File: config.mk
export PLATFORM = sky130hd
export DESIGN_NAME = yuvu_top
export DESIGN_NICKNAME = d
export VERILOG_FILES = /design/src/rtl/yuvu_pkg.sv /design/src/rtl/yuvu_unpack422.sv /design/src/rtl/yuvu_plane_offsets.sv /design/src/rtl/yuvu_top.sv
export SDC_FILE = /design/constraint.sdc
export NUM_CORES = 1
export LEC_CHECK = 0
export BUFFER_PORTS_ARGS = -buffer_cell sky130_fd_sc_hd__buf_4
export CORE_MARGIN = 5
export CORE_UTILIZATION = 60
export CTS_BUF_LIST = sky130_fd_sc_hd__clkbuf_4 sky130_fd_sc_hd__clkbuf_8
export DETAILED_ROUTE_END_ITERATION = 12
export PLACE_DENSITY = 0.82
export SETUP_SLACK_MARGIN = 0.2
export SYNTH_ARGS = -nofsm -noshare
export SYNTH_HDL_FRONTEND = slang
export SYNTH_SLANG_ARGS = --single-unit
File: constraint.sdc
create_clock -name CLK_I -period 21.5 [get_ports CLK_I]
set_input_delay 2.15 -clock CLK_I [delete_from_list [all_inputs] [get_ports CLK_I]]
set_output_delay 2.15 -clock CLK_I [all_outputs]
set_load 0.01 [all_outputs]
File: src/rtl/yuvu_pkg.sv
// Package for the video surface layout unpacker: register map, fields,
// surface and message encodings, carrier structs.
// Assumes one core clock and a plain one-cycle register port.
//
// Operation
// - Video components are eight bits; a packed word holds two pixels.
// - Four packed orders exist, differing only in byte placement.
// - Red takes red-difference chroma, green luma, blue blue-difference chroma.
// - Normal order: top byte Cr, bits 23:16 second luma, then Cb, luma.
// - Planar surfaces use one row stride for luma, another for chroma.
// - Three-plane and two-plane interleaved 4:2:0 surfaces are both sampled.
// - Separately stored chroma planes use half the luma row pitch; the code uses the full luma pitch for them when chroma_full or media is set.
// - Contiguous three-plane chroma follows luma with half stride.
// - Half-pitch offsets: first plane twice height, second adds chroma height.
// - Full-pitch offsets: first plane luma height, second adds chroma height.
// - Media sampling always uses full-pitch interleaved chroma offsets.
// - Linear filtering replicates chroma to 4:4:4, so chroma is point sampled.
// - Raw surfaces only with untyped, block, scattered, atomic on buffers.
// - Raw surface addresses are byte offsets without element scaling.
package yuvu_pkg;

    localparam int ADDR_W = 8;
    localparam int DATA_W = 32;
    localparam int PITCH_W = 16;
    localparam int HEIGHT_W = 14;
    localparam int COMP_W = 8;

    // ****************************************************************
    // Register map
    // ****************************************************************
    localparam logic [ADDR_W-1:0] REG_CTRL = 8'h00;
    localparam logic [ADDR_W-1:0] REG_LUMA_PITCH = 8'h04;
    localparam logic [ADDR_W-1:0] REG_LUMA_HEIGHT = 8'h08;
    localparam logic [ADDR_W-1:0] REG_CHROMA_HEIGHT = 8'h0c;
    localparam logic [ADDR_W-1:0] REG_BASE = 8'h10;
    localparam logic [ADDR_W-1:0] REG_CHAN_SEL = 8'h14;
    localparam logic [ADDR_W-1:0] REG_STATUS = 8'h18;

    // ****************************************************************
    // Encodings
    // ****************************************************************
    typedef enum logic [1:0] {
        PACKED422_NORMAL_ORDER = 2'h0,
        PACKED422_CHROMA_SWAPPED = 2'h1,
        PACKED422_LUMA_SWAPPED = 2'h2,
        PACKED422_CHROMA_LUMA_SWAPPED = 2'h3
    } yuvu_order_e;

    typedef enum logic [2:0] {
        ONE_DIMENSIONAL_SURFACE_TYPE = 3'h0,
        SURF_2D = 3'h1,
        SURF_3D = 3'h2,
        SURF_CUBE = 3'h3,
        SURF_BUFFER = 3'h4,
        STRUCTURED_BUFFER_TYPE = 3'h5
    } yuvu_surf_e;

    typedef enum logic [2:0] {
        MSG_TYPED = 3'h0,
        MSG_UNTYPED_RW = 3'h1,
        MSG_BLOCK = 3'h2,
        MSG_SCATTERED = 3'h3,
        MSG_ATOMIC = 3'h4
    } yuvu_msg_e;

    typedef enum logic [2:0] {
        KIND_LUMA = 3'h0,
        KIND_CB = 3'h1,
        KIND_CR = 3'h2,
        KIND_CHROMA_IL = 3'h3,
        KIND_RAW = 3'h4
    } yuvu_kind_e;

    localparam logic [1:0] MIP_NONE = 2'h0;
    localparam logic SEL_CR = 1'b0;
    localparam logic SEL_CB = 1'b1;
    localparam logic [1:0] CHAN_SEL_RST = 2'h2;

    // Byte lanes of a packed word
    localparam int LANE0 = 0;
    localparam int LANE1 = 8;
    localparam int LANE2 = 16;
    localparam int LANE3 = 24;

    // ****************************************************************
    // Carriers
    // ****************************************************************
    typedef struct packed {
        logic tile_en;
        logic media;
        yuvu_surf_e surf_type;
        logic [1:0] mip_filter_setting;
        logic chroma_full;
        logic v_first;
        logic planar;
        yuvu_order_e order;
    } yuvu_ctrl_s;

    localparam int CTRL_W = $bits(yuvu_ctrl_s);
    localparam logic [CTRL_W-1:0] CTRL_RST = '0;

    typedef struct packed {
        logic [COMP_W-1:0] r;
        logic [COMP_W-1:0] g;
        logic [COMP_W-1:0] b;
    } yuvu_rgb_s;

    typedef struct packed {
        logic [COMP_W-1:0] y;
        logic [COMP_W-1:0] cb;
        logic [COMP_W-1:0] cr;
    } yuvu_ycc_s;

endpackage

File: src/rtl/yuvu_unpack422.sv
// Byte steering for one packed 4:2:2 word into two pixels.
// Purely combinational; the caller registers the result.
`timescale 1ns/1ps
module yuvu_unpack422
    import yuvu_pkg::*;
(
    input wire logic [DATA_W-1:0] word_i,
    input wire yuvu_order_e order_i,
    output yuvu_ycc_s pix0_o,
    output yuvu_ycc_s pix1_o
);
    logic [COMP_W-1:0] y0, y1, cb, cr;

    always_comb begin
        y0 = word_i[LANE0 +: COMP_W];
        y1 = word_i[LANE2 +: COMP_W];
        cb = word_i[LANE1 +: COMP_W];
        cr = word_i[LANE3 +: COMP_W];
        case (order_i)
            PACKED422_NORMAL_ORDER: begin
                cr = word_i[LANE3 +: COMP_W];
                y1 = word_i[LANE2 +: COMP_W];
                cb = word_i[LANE1 +: COMP_W];
                y0 = word_i[LANE0 +: COMP_W];
            end
            PACKED422_CHROMA_SWAPPED: begin
                cb = word_i[LANE3 +: COMP_W];
                y1 = word_i[LANE2 +: COMP_W];
                cr = word_i[LANE1 +: COMP_W];
                y0 = word_i[LANE0 +: COMP_W];
            end
            PACKED422_LUMA_SWAPPED: begin
                y1 = word_i[LANE3 +: COMP_W];
                cr = word_i[LANE2 +: COMP_W];
                y0 = word_i[LANE1 +: COMP_W];
                cb = word_i[LANE0 +: COMP_W];
            end
            PACKED422_CHROMA_LUMA_SWAPPED: begin
                y1 = word_i[LANE3 +: COMP_W];
                cb = word_i[LANE2 +: COMP_W];
                y0 = word_i[LANE1 +: COMP_W];
                cr = word_i[LANE0 +: COMP_W];
            end
            default: ;
        endcase
    end

    // Shared chroma, own luma per pixel
    assign pix0_o = '{y: y0, cb: cb, cr: cr};
    assign pix1_o = '{y: y1, cb: cb, cr: cr};
endmodule

File: src/rtl/yuvu_plane_offsets.sv
// Chroma plane row offsets and chroma row pitch for planar 4:2:0.
// Combinational; heights and pitch come from the register file.
`timescale 1ns/1ps
module yuvu_plane_offsets
    import yuvu_pkg::*;
(
    input wire logic [HEIGHT_W-1:0] luma_height_i,
    input wire logic [HEIGHT_W-1:0] chroma_height_i,
    input wire logic [PITCH_W-1:0] luma_pitch_i,
    input wire logic half_pitch_i,
    input wire logic v_first_i,
    output logic [PITCH_W-1:0] u_off_o,
    output logic [PITCH_W-1:0] v_off_o,
    output logic [PITCH_W-1:0] chroma_pitch_o
);
    logic [PITCH_W-1:0] first_off, second_off;

    always_comb begin
        // Counted in chroma rows, so half pitch doubles the luma height
        if (half_pitch_i) begin
            first_off = PITCH_W'({luma_height_i, 1'b0});
            chroma_pitch_o = luma_pitch_i >> 1;
        end else begin
            first_off = PITCH_W'(luma_height_i);
            chroma_pitch_o = luma_pitch_i;
        end
        second_off = first_off + PITCH_W'(chroma_height_i);
        if (v_first_i) begin
            v_off_o = first_off;
            u_off_o = second_off;
        end else begin
            u_off_o = first_off;
            v_off_o = second_off;
        end
    end
endmodule

File: src/rtl/yuvu_top.sv
// Video surface layout unpacker: register file, packed 4:2:2 unpack,
// planar texel channel mapping and surface address generation.
// Assumes inputs synchronous to CLK_I and a master that never waits.
`timescale 1ns/1ps
module yuvu_top
    import yuvu_pkg::*;
(
    input wire logic CLK_I,
    input wire logic RST_B_I,
    input wire logic [ADDR_W-1:0] REG_ADDR_I,
    input wire logic [DATA_W-1:0] REG_WDATA_I,
    input wire logic REG_WR_I,
    input wire logic REG_RD_I,
    output logic [DATA_W-1:0] REG_RDATA_O,
    input wire logic WORD_VLD_I,
    input wire logic [DATA_W-1:0] WORD_I,
    output logic PIX_VLD_O,
    output yuvu_rgb_s PIX0_O,
    output yuvu_rgb_s PIX1_O,
    input wire logic TEXEL_VLD_I,
    input wire yuvu_ycc_s TEXEL_I,
    output logic TEXEL_VLD_O,
    output yuvu_rgb_s TEXEL_O,
    input wire logic FETCH_VLD_I,
    input wire yuvu_kind_e FETCH_KIND_I,
    input wire yuvu_msg_e FETCH_MSG_I,
    input wire logic [PITCH_W-1:0] FETCH_X_I,
    input wire logic [PITCH_W-1:0] FETCH_Y_I,
    output logic FETCH_VLD_O,
    output logic FETCH_OK_O,
    output logic [DATA_W-1:0] FETCH_ADDR_O
);
    // ****************************************************************
    // Register file
    // ****************************************************************
    yuvu_ctrl_s ctrl_r, ctrl_nxt;
    logic [PITCH_W-1:0] luma_pitch_r, luma_pitch_nxt;
    logic [HEIGHT_W-1:0] luma_height_r, luma_height_nxt;
    logic [HEIGHT_W-1:0] chroma_height_r, chroma_height_nxt;
    logic [DATA_W-1:0] base_r, base_nxt;
    logic [1:0] chan_sel_r, chan_sel_nxt;
    logic [DATA_W-1:0] rdata_r, rdata_nxt;
    logic bad_tile, bad_1d, bad_mip, cfg_bad, half_pitch;

    // Software-side restrictions are reported in REG_STATUS; the fetch path
    // refuses planar requests while any of them is broken.
    always_comb begin
        half_pitch = !ctrl_r.chroma_full && !ctrl_r.media;
        bad_tile = ctrl_r.planar && ctrl_r.tile_en && half_pitch;
        bad_1d = ctrl_r.planar &&
            (ctrl_r.surf_type == ONE_DIMENSIONAL_SURFACE_TYPE);
        bad_mip = ctrl_r.planar &&
            (ctrl_r.mip_filter_setting != MIP_NONE);
        cfg_bad = bad_tile || bad_1d || bad_mip;
    end

    always_comb begin
        ctrl_nxt = ctrl_r;
        luma_pitch_nxt = luma_pitch_r;
        luma_height_nxt = luma_height_r;
        chroma_height_nxt = chroma_height_r;
        base_nxt = base_r;
        chan_sel_nxt = chan_sel_r;
        rdata_nxt = '0;
        if (REG_WR_I) begin
            case (REG_ADDR_I)
                REG_CTRL: ctrl_nxt = yuvu_ctrl_s'(REG_WDATA_I[CTRL_W-1:0]);
                REG_LUMA_PITCH: luma_pitch_nxt = REG_WDATA_I[PITCH_W-1:0];
                REG_LUMA_HEIGHT: luma_height_nxt = REG_WDATA_I[HEIGHT_W-1:0];
                REG_CHROMA_HEIGHT: begin
                    chroma_height_nxt = REG_WDATA_I[HEIGHT_W-1:0];
                end
                REG_BASE: base_nxt = REG_WDATA_I;
                REG_CHAN_SEL: chan_sel_nxt = REG_WDATA_I[1:0];
                default: ;
            endcase
        end
        if (REG_RD_I) begin
            case (REG_ADDR_I)
                REG_CTRL: rdata_nxt = DATA_W'(ctrl_r);
                REG_LUMA_PITCH: rdata_nxt = DATA_W'(luma_pitch_r);
                REG_LUMA_HEIGHT: rdata_nxt = DATA_W'(luma_height_r);
                REG_CHROMA_HEIGHT: rdata_nxt = DATA_W'(chroma_height_r);
                REG_BASE: rdata_nxt = base_r;
                REG_CHAN_SEL: rdata_nxt = DATA_W'(chan_sel_r);
                REG_STATUS: begin
                    rdata_nxt = DATA_W'({bad_mip, bad_1d, bad_tile});
                end
                default: rdata_nxt = '0;
            endcase
        end
    end

    always_ff @(posedge CLK_I or negedge RST_B_I) begin
        if (!RST_B_I) begin
            ctrl_r <= yuvu_ctrl_s'(CTRL_RST);
            luma_pitch_r <= '0;
            luma_height_r <= '0;
            chroma_height_r <= '0;
            base_r <= '0;
            chan_sel_r <= CHAN_SEL_RST;
            rdata_r <= '0;
        end else begin
            ctrl_r <= ctrl_nxt;
            luma_pitch_r <= luma_pitch_nxt;
            luma_height_r <= luma_height_nxt;
            chroma_height_r <= chroma_height_nxt;
            base_r <= base_nxt;
            chan_sel_r <= chan_sel_nxt;
            rdata_r <= rdata_nxt;
        end
    end
    assign REG_RDATA_O = rdata_r;

    // ****************************************************************
    // Packed 4:2:2 unpack and planar texel mapping
    // ****************************************************************
    yuvu_ycc_s up0, up1;
    yuvu_rgb_s pix0_r, pix0_nxt, pix1_r, pix1_nxt, tex_r, tex_nxt;
    logic pix_vld_r, tex_vld_r;

    yuvu_unpack422 u_unpack (
        .word_i(WORD_I),
        .order_i(ctrl_r.order),
        .pix0_o(up0),
        .pix1_o(up1)
    );

    // Red and blue selectors let software swap chroma for two-plane
    // surfaces stored with the chroma pair reversed.
    function automatic yuvu_rgb_s map_rgb(yuvu_ycc_s c, logic [1:0] sel);
        yuvu_rgb_s o;
        o.r = (sel[0] == SEL_CB) ? c.cb : c.cr;
        o.g = c.y;
        o.b = (sel[1] == SEL_CR) ? c.cr : c.cb;
        return o;
    endfunction

    always_comb begin
        pix0_nxt = pix0_r;
        pix1_nxt = pix1_r;
        tex_nxt = tex_r;
        if (WORD_VLD_I) begin
            pix0_nxt = map_rgb(up0, CHAN_SEL_RST);
            pix1_nxt = map_rgb(up1, CHAN_SEL_RST);
        end
        // Chroma arrives already replicated per texel: point sampled
        if (TEXEL_VLD_I) begin
            tex_nxt = map_rgb(TEXEL_I, chan_sel_r);
        end
    end

    always_ff @(posedge CLK_I or negedge RST_B_I) begin
        if (!RST_B_I) begin
            pix0_r <= '0;
            pix1_r <= '0;
            tex_r <= '0;
            pix_vld_r <= 1'b0;
            tex_vld_r <= 1'b0;
        end else begin
            pix0_r <= pix0_nxt;
            pix1_r <= pix1_nxt;
            tex_r <= tex_nxt;
            pix_vld_r <= WORD_VLD_I;
            tex_vld_r <= TEXEL_VLD_I;
        end
    end
    assign PIX_VLD_O = pix_vld_r;
    assign PIX0_O = pix0_r;
    assign PIX1_O = pix1_r;
    assign TEXEL_VLD_O = tex_vld_r;
    assign TEXEL_O = tex_r;

    // ****************************************************************
    // Address generation
    // ****************************************************************
    logic [PITCH_W-1:0] u_off, v_off, chroma_pitch;
    logic [PITCH_W-1:0] row, pitch;
    logic ok_nxt, ok_r, fvld_r, raw_msg, raw_surf;
    logic [DATA_W-1:0] addr_nxt, addr_r;

    yuvu_plane_offsets u_offsets (
        .luma_height_i(luma_height_r),
        .chroma_height_i(chroma_height_r),
        .luma_pitch_i(luma_pitch_r),
        .half_pitch_i(half_pitch),
        .v_first_i(ctrl_r.v_first),
        .u_off_o(u_off),
        .v_off_o(v_off),
        .chroma_pitch_o(chroma_pitch)
    );

    always_comb begin
        raw_msg = (FETCH_MSG_I == MSG_UNTYPED_RW) ||
            (FETCH_MSG_I == MSG_BLOCK) || (FETCH_MSG_I == MSG_SCATTERED) ||
            (FETCH_MSG_I == MSG_ATOMIC);
        raw_surf = (ctrl_r.surf_type == SURF_BUFFER) ||
            (ctrl_r.surf_type == STRUCTURED_BUFFER_TYPE);
        row = FETCH_Y_I;
        pitch = luma_pitch_r;
        ok_nxt = !ctrl_r.planar || !cfg_bad;
        case (FETCH_KIND_I)
            KIND_CB: begin
                row = u_off + FETCH_Y_I;
                pitch = chroma_pitch;
                ok_nxt = ctrl_r.planar && !cfg_bad;
            end
            KIND_CR: begin
                row = v_off + FETCH_Y_I;
                pitch = chroma_pitch;
                ok_nxt = ctrl_r.planar && !cfg_bad;
            end
            KIND_CHROMA_IL: begin
                row = (ctrl_r.v_first ? v_off : u_off) + FETCH_Y_I;
                pitch = chroma_pitch;
                ok_nxt = ctrl_r.planar && !half_pitch && !cfg_bad;
            end
            KIND_RAW: begin
                row = '0;
                ok_nxt = raw_msg && raw_surf;
            end
            default: ;
        endcase
        if (FETCH_KIND_I == KIND_RAW) begin
            addr_nxt = base_r + DATA_W'(FETCH_X_I);
        end else begin
            addr_nxt = base_r + DATA_W'(row) * DATA_W'(pitch) +
                DATA_W'(FETCH_X_I);
        end
        if (!FETCH_VLD_I) begin
            ok_nxt = ok_r;
            addr_nxt = addr_r;
        end
    end

    always_ff @(posedge CLK_I or negedge RST_B_I) begin
        if (!RST_B_I) begin
            fvld_r <= 1'b0;
            ok_r <= 1'b0;
            addr_r <= '0;
        end else begin
            fvld_r <= FETCH_VLD_I;
            ok_r <= ok_nxt;
            addr_r <= addr_nxt;
        end
    end
    assign FETCH_VLD_O = fvld_r;
    assign FETCH_OK_O = ok_r;
    assign FETCH_ADDR_O = addr_r;
endmodule

-- Word level (Yosys, flattened, before mapping)
Index checks and enable logic that the tools add are counted.
- $add $sub $neg: 7
- $mul: 1
- equal/unequal tests: 19
- muxes and demuxes: 17
- reduce and logical (&&, ||, !) cells: 35
- operator list (kind ; count):
    32-bit one-hot mux with 7 select lines ; 1
    16-bit two-way mux ; 5
    32-bit by 16-bit adder with 32-bit output ; 2
    32-bit two-way mux ; 2
    16-bit one-hot mux with 4 select lines ; 1
    8-bit one-hot mux with 4 select lines ; 2
    16-bit adder ; 3
    32-bit adder ; 1
    16-bit by 16-bit multiplier with 32-bit output ; 1
    8-bit one-hot mux with 2 select lines ; 2
    8-bit by 5-bit equality test with 1-bit output (second input constant) ; 3
    15-bit by 14-bit adder with 16-bit output ; 1
    8-bit by 4-bit equality test with 1-bit output (second input constant) ; 2
    8-bit two-way mux ; 2
    15-bit two-way mux ; 1
    3-bit by 2-bit equality test with 1-bit output (second input constant) ; 4
    3-bit equality test (second input constant) ; 4
    2-bit AND reduction ; 6
    1-bit logical AND ; 9
    8-bit by 3-bit equality test with 1-bit output (second input constant) ; 1
    8-bit logical NOT ; 1
    1-bit logical OR ; 7
    3-bit by 1-bit equality test with 1-bit output (second input constant) ; 2
    2-bit OR reduction ; 3
    other kinds (8) ; 13
- flip-flop bits (word level): 214
- input port bits: 141
- output and inout bits: 140
- word-level logic and storage cells: 105

-- Logic depth before layout (Yosys ltp)
Gate-level depths: netlist (run 1).
- word-level depth: 12
- gate-level depth with buffers: 45

-- By module
A second synthesis (run 1) with hierarchy kept.
- cell total of the unflattened synthesis: 2487
- area, all modules: 23988.0 µm²
- modules (own cells, without submodules) (module ; times used ; cells an instance ; area an instance (µm²) ; seq. area each (µm²)):
    yuvu_top ; 1 ; 2202 ; 21635.8 ; 5756.8
    yuvu_plane_offsets ; 1 ; 231 ; 1619.1 ; 0.0
    yuvu_unpack422 ; 1 ; 54 ; 733.2 ; 0.0

-- Worst setup path after synthesis (run 1)
No wires, ideal clock.
- kind: in2reg
- start point: in FETCH_KIND_I[2]
- end point: reg addr_r[30], in the netlist FETCH_ADDR_O[30]
- arrival: 10.383 ns
- data required time: 21.363 ns
- setup slack: 10.980 ns
- stages: 35
- cells stage by stage: clkbuf_1 nor2b_1 mux2i_1 clkbuf_1 mux2_2 ha_1 inv_1 fa_1 nor2b_1 o31a_1 o311ai_1 nand2_1 a21o_1 a211o_1 a32oi_2 buf_6 nor2_2 fa_1 inv_1 fa_1 fa_1 inv_1 fa_1 fa_1 inv_1 fa_1 inv_1 ha_1 and4_1 a31oi_1 a311o_1 o31ai_1 a211oi_1 mux2i_1 o211ai_1
- cells in the longest elaborated chain, start to end: 7
- elaborated cells between the ends (all ways): 11
- those cells by class: add/sub (2); mul (1); eq/ne (4); mux (3); reduce/logical (1)
- ends and longest elaborated chain (what ; RTL line ; source):
    start: declaration ; yuvu_top.sv:25 ; input wire yuvu_kind_e FETCH_KIND_I,
    3-bit by 2-bit equality test with 1-bit output or 3-bit by 1-bit equality test with 1-bit output (tied branches) ; yuvu_top.sv:202 ; case (FETCH_KIND_I)
    3-bit OR reduction (no line) ; -- ;
    16-bit two-way mux ; yuvu_top.sv:202 ;
    16-bit by 16-bit multiplier with 32-bit output ; yuvu_top.sv:227 ; addr_nxt = base_r + DATA_W'(row) * DATA_W'(pitch) +
    32-bit adder ; yuvu_top.sv:227 ;
    32-bit by 16-bit adder with 32-bit output ; yuvu_top.sv:227 ;
    32-bit two-way mux * ; yuvu_top.sv:224 ; if (FETCH_KIND_I == KIND_RAW) begin
    end signal: assignment ; yuvu_top.sv:244 ; addr_r <= addr_nxt;
    end: declaration ; yuvu_top.sv:180 ; logic [DATA_W-1:0] addr_nxt, addr_r;
Mark *: on every way between the ends. The rest lies on a longest branch, timed or not.
A chain may end at the register's enable or synchronous reset.

-- Worst setup path in the final report (run 1)
Ends and elaborated chain as after synthesis.

==> results of run 1 <==
power by group:
part           switching, mW  internal [mW]  total, mW
logic                  0.334          0.240      0.574
clock network          0.168          0.195      0.363
registers             0.0408          0.441      0.482
how the worst min path moves through the flow:
stage                      end  slack, ps
2_1_floorplan        ctrl_r[7]        490
4_1_cts        FETCH_ADDR_O[5]        490
3_3_place_gp   FETCH_ADDR_O[5]        470
6_report       FETCH_ADDR_O[5]        500
5_1_grt        FETCH_ADDR_O[5]        510
3_5_place_dp   FETCH_ADDR_O[5]        470
area by class of cell:
class                   count  area (um2)
clock inverters             8        52.6
well taps                 468         586
multi-input cells        1636       14800
inverters                 347        1300
fillers                  2710       11300
clock buffers              50         651
flip-flops and latches    214        5360
repair buffers            309        2330
metrics by stage:
| stage | cell area [um2] | hold WS, ps |
|---|---|---|
| after global placement | 24400 | 471 |
| after global routing | 25100 | 511 |
| after CTS | 25100 | 492 |
| after floorplan | 21900 | 492 |
| after detailed placement | 24400 | 474 |
| final | 25100 | 496 |
kinds of logic after synthesis:
group	after synthesis	synth area share
AOI/OAI and AO/OA	394	0.118
xor gates and xnor gates	68	0.0272
adders and majority gates	391	0.307
buffers and inverters	451	0.0813
DFF	214	0.244
muxes	212	0.105
and+or+nand+nor	571	0.117
cell usage in the layout (no fill, tap or decap), types with 7 or more instances in the layout:
master / instances
xor2_1: 23
or3_1: 7
o21a_1: 10
and3_1: 25
a21o_1: 30
or2_2: 13
fa_1: 244
mux2i_1: 60
nor2b_1: 11
a31oi_1: 12
nand2b_1: 46
clkbuf_8: 44
and2_1: 12
o221ai_1: 8
a21oi_1: 133
a22oi_1: 27
inv_1: 346
nor2_1: 255
o21ai_0: 67
buf_4: 308
a222oi_1: 12
dfrtp_1: 213
o211ai_1: 18
a211oi_1: 14
mux2_2: 148
ha_1: 147
nand2_1: 141
nand3_1: 21
nor3_1: 16
xnor2_1: 44
a22o_1: 7
nand4_1: 7
per-layer routing:
layer  wire [um]  GRT usage  vias up
met5           0          0        -
met4        2630      0.118        0
met3        6400     0.0761      172
met2       31000      0.526      911
met1       25200      0.420     9130
li1            -          -     8081
flip-flops by register name, summed over array words and instances (netlist names), 14 cells and up:
name             flops
base_r              32
chroma_height_r     14
FETCH_ADDR_O        32
PIX1_O              24
luma_pitch_r        16
REG_RDATA_O         32
luma_height_r       14
TEXEL_O             24
==> results.ini, run 1 <==
[sta]
fin_skew_ps=28.8
setup-violations-final=0
period_minus_slack_ps=11210
relSlewSlack=0.173
fin_setup_tns_ps=0
finalCritPeriodShare=0.522
fin_ws_ps=10290
hold_viol=0
fmaxAchievable_mhz=89.2
tightest_slew_ps=1240
drv_slew=0
rsz0062_at_grt=no

[setup_path]
worstSetupPathDepth=35
max_stage_delay_ps=830
critPathTopFamily=adder cells
rr_startpoint=ctrl_r[4]
startpoint=FETCH_KIND_I[2]
endpoint=FETCH_ADDR_O[30]
crit_fanout=29
r2r_end=FETCH_ADDR_O[30]
cp-start-kind=input pin
crit_path_top_delay_cell=a32oi_2
ff2ff_setup_slack_ps=10510
crit_buf_inv=7
endpoint_kind=flop
cp_common_cell=fa_1
arrival_ps=11600
required_ps=21890
rr_worst_depth=39
path_class=in -> reg

[synthesis]
synth_cell_types=78
synth_fp_nets=2833
ys.flop_type=dfrtp_1
synthTopCellsByArea=dfrtp_1, fa_1, ha_1
synth_warnings=0
avgSynthCellArea_um2=9.53
syn-instance-count=2301
syn_area_um2=21900
synth_top_cell_by_area=dfrtp_1
seq_area_frac_synth=0.244
synth_top_cells_by_count=inv_1, nor2_1, fa_1
synth.most_common_cell=inv_1
async_flop_share=1.00
yosys_register_bits=214
synth_top_area_frac=0.243
synth_edf_count=0

[global_routing]
grt_pass1_wl_mm=104
grt_max_degree=84
grt_pass1_vias=19145
antenna_found_initial=0
grt.overflow.total=0
grt_usage=0.321

[floorplanning]
start_util=0.603
io-pin-count=281
die_h_um=201
core_um2=36300
num_rows=70
die-area_um2=40500
die_w_um=201

[placement]
post-place-cells=2974
gp_congestion=0.972
place_ws_ps=9900
portBuffers=280
hpwl_mm=52.7

[drt]
via_per_inst=6.03
drc_errors=0
drtAntennaViolNets=0
wl_per_cell_um=21.5
routed_wl_mm=65.2
drt_iter0_markers=1493
dr.pass1.iters=7
vias=18294

[clock_tree]
clkLatencyLatePin_ps=560
clk_pin_slew_ps=70
cts_buffer_depth=3
clkSinkCount=214
cts-root-buf=clkbuf_8
ctsHoldBuffers=0
htree_num_levels=2
post_cts_buffers=0
cts_buffers=34
cts_resized=0
cts_tree=built

[worst_hold_path]
hp-class=reg -> reg
hold_depth=1
min-delay-start=FETCH_ADDR_O[5]

[final_layout]
drive_above_1_share=0.213
layoutNonFillerInstCount=3032
fin_nets=3074
diodes=0
final_util=0.690
syn_to_final_growth_pct=14.4

[pwr]
p_total_mw=1.42
ir_drop_v=0.0000542
p_per_area_nw_per_um2=56.6
p_leak_nw=12.7

[flow_run]
cap_violations=0

[outcome]
status=finished, final reports clean

Power figures use the tool's default switching activity.
==> inputs of run 2 (changes only) <==
--- a/config.mk
+++ b/config.mk
@@ -7,10 +7,10 @@
 export LEC_CHECK = 0
 export BUFFER_PORTS_ARGS = -buffer_cell sky130_fd_sc_hd__buf_4
 export CORE_MARGIN = 5
-export CORE_UTILIZATION = 60
+export CORE_UTILIZATION = 55
 export CTS_BUF_LIST = sky130_fd_sc_hd__clkbuf_4 sky130_fd_sc_hd__clkbuf_8
 export DETAILED_ROUTE_END_ITERATION = 12
-export PLACE_DENSITY = 0.82
+export PLACE_DENSITY = 0.79
 export SETUP_SLACK_MARGIN = 0.2
 export SYNTH_ARGS = -nofsm -noshare
 export SYNTH_HDL_FRONTEND = slang
==> constraint.sdc (replaced) <==
create_clock -name CLK_I -period 9.1 [get_ports CLK_I]
set_input_delay 0.91 -clock CLK_I [delete_from_list [all_inputs] [get_ports CLK_I]]
set_output_delay 0.91 -clock CLK_I [all_outputs]
set_load 0.01 [all_outputs]
==> run 2 against run 1 <==
The run now ends with setup timing left. Critical path depth increased by 8. Sequential power grew 140%. Final cell count grew 8.6%. Power grew to 2.7 times the previous value. Die area is 8.6% higher. Via count up 4.4%. Non-clock buffer count up 205. Clock power rose by 130%. Critical endpoint unchanged. Highest routed layer unchanged.
==> results.ini, run 2 (synthesis gave the netlist of run 1 again) <==
[placement]
place_ws_ps=-549  ; was 9900 ps
gp_congestion=0.957  ; was 0.972
hpwl_mm=57.5  ; was 52.7 mm
portBuffers=280  ; unchanged

[setup_path]
ff2ff_setup_slack_ps=-230  ; was 10510 ps
crit_path_top_delay_cell=fa_1  ; was a32oi_2
max_stage_delay_ps=560  ; was 830 ps
path_class=reg -> reg  ; was in -> reg
required_ps=9500  ; was 21890 ps
arrival_ps=9730  ; was 11600 ps
cp-start-kind=flop  ; was input pin
endpoint_kind=flop  ; unchanged
crit_fanout=3  ; was 29
cp_common_cell=fa_1  ; unchanged

[clock_tree]
cts-root-buf=clkbuf_8  ; unchanged
htree_num_levels=2  ; unchanged
ctsHoldBuffers=0  ; unchanged
clk_pin_slew_ps=70  ; about the same
cts_tree=built  ; unchanged
cts_buffer_depth=3  ; unchanged
cts_buffers=34  ; unchanged
clkLatencyLatePin_ps=580  ; was 560 ps
clkSinkCount=214  ; unchanged

[global_routing]
grt_max_degree=84  ; unchanged
grt.overflow.total=0  ; unchanged
grt_pass1_vias=19995  ; was 19145
grt_pass1_wl_mm=112  ; was 104 mm
grt_usage=0.326  ; was 0.321
antenna_found_initial=2  ; was 0

[floorplanning]
num_rows=73  ; was 70
die_w_um=210  ; was 201 um
die-area_um2=43900  ; was 40500 um2
start_util=0.554  ; was 0.603
core_um2=39500  ; was 36300 um2
io-pin-count=281  ; unchanged
die_h_um=210  ; was 201 um

[final_layout]
drive_above_1_share=0.326  ; was 0.213
fin_nets=3279  ; was 3074
final_common_cell=buf_4  ; was inv_1
final_cell_mix=buf_4, inv_1, nor2_1, fa_1, dfrtp_1  ; was inv_1, buf_4, nor2_1, fa_1, dfrtp_1
syn_to_final_growth_pct=26.7  ; was 14.4%
fill_cells=2940  ; was 2710

[pwr]
ir_drop_v=0.000149  ; was 0.0000542 V
p_leak_nw=13.8  ; was 12.7 nW
p_per_area_nw_per_um2=138  ; was 56.6 nW/um2

[drt]
drc_errors=0  ; unchanged
drtAntennaViolNets=0  ; unchanged
vias=19091  ; was 18294
drt_iter0_markers=1526  ; was 1493
wl_per_cell_um=22.2  ; was 21.5 um
via_per_inst=5.80  ; was 6.03
routed_wl_mm=73.0  ; was 65.2 mm
dr.pass1.iters=6  ; was 7

[sta]
rsz0062_at_grt=yes  ; was no
fin_ws_ps=-227  ; was 10290 ps
relSlewSlack=0.101  ; was 0.173
setup-violations-final=15  ; was 0
finalCritPeriodShare=1.02
period_minus_slack_ps=9330
drv_slew=0  ; unchanged
fin_setup_tns_ps=-1850  ; was 0 ps
fmaxAchievable_mhz=107
hold_viol=0  ; unchanged
tightest_slew_ps=1340  ; was 1240 ps
fin_skew_ps=48.4  ; was 28.8 ps

[outcome]
violations=setup timing
status=finished with violations  ; was finished, final reports clean

[flow_run]
cap_violations=0  ; unchanged

[worst_hold_path]
hp-class=in -> async  ; was reg -> reg

-- run 2: area by class of cell --
cell class,count,area (um2),share of cell area
Antenna cell,1,2.50,0.0000901
Clock buffer,51,627,0.0226
Clock inverter,5,46.3,0.00167
Inverter,347,1300,0.0469
Multi-Input combinational cell,1636,15800,0.568
Sequential cell,214,5360,0.193
Tap cell,525,657,0.0236
Timing Repair Buffer,514,4000,0.144
-- run 2: path summary, 6_finish.rpt --
check                           startpoint          endpoint  depth (start not counted)
setup / recovery                ctrl_r[10]  FETCH_ADDR_O[30]                         43
hold / removal                     RST_B_I       TEXEL_O[13]                          1
setup reg to reg                ctrl_r[10]  FETCH_ADDR_O[30]                         43
hold reg to reg            FETCH_ADDR_O[4]   FETCH_ADDR_O[4]                          1
max in group asynchronous          RST_B_I         PIX0_O[9]                          3
min in group CLK_I         FETCH_ADDR_O[4]   FETCH_ADDR_O[4]                          1
-- run 2: what timing repair did --
| action | CTS | global route |
|---|---|---|
| setup endpoints to repair | 19 | 21 |
| gates cloned | 0 | 0 |
| hold endpoints to repair | 0 | 0 |
| buffers inserted | 30 | 18 |
| gates resized for setup | 165 | 39 |
| pin swaps | 76 | 53 |
-- run 2: critical path: cells and delay by family (launching register included) --
family                   cells  cell delay [ps]
adder cells (fa/ha/maj)     10             3950
AO/OA/AOI/OAI               17             2730
multiplexers                 3              830
buffers and inverters        7              560
flip-flops                   1              400
AND/OR/NAND/NOR              4              400
XOR/XNOR                     2              290
-- run 2: per-layer routing --
layer	routed length, um	share of wire	GRT usage	vias to the layer above
met1	27900	0.38	0.427	9443
met3	7890	0.11	0.0913	184
met5	0	0	0	-
met2	34100	0.47	0.518	989
met4	3170	0.043	0.126	0
li1	-	-	-	8475
-- run 2: power by group --
group          switching, mW  total [mW]  leakage (nW)  internal [mW]
clock network          0.403       0.847         0.356          0.443
logic                  0.998        1.86          10.7          0.862
registers             0.0950        1.14          2.76           1.04
total                   1.50        3.84          13.8           2.35
-- run 2: metrics by stage --
stage                     std cells  cell area, um2   util  power [mW]  hold slack (ps)
after floorplan                2301           22100      -        2.02              492
after global placement         3188           25900  0.654        2.72              471
after detailed placement       3188           25900  0.654        2.76              474
after CTS                      3274           27500  0.694        3.77              346
after global routing           3293           27800  0.702        4.05              395
final                          3293           27800  0.702        3.84              333
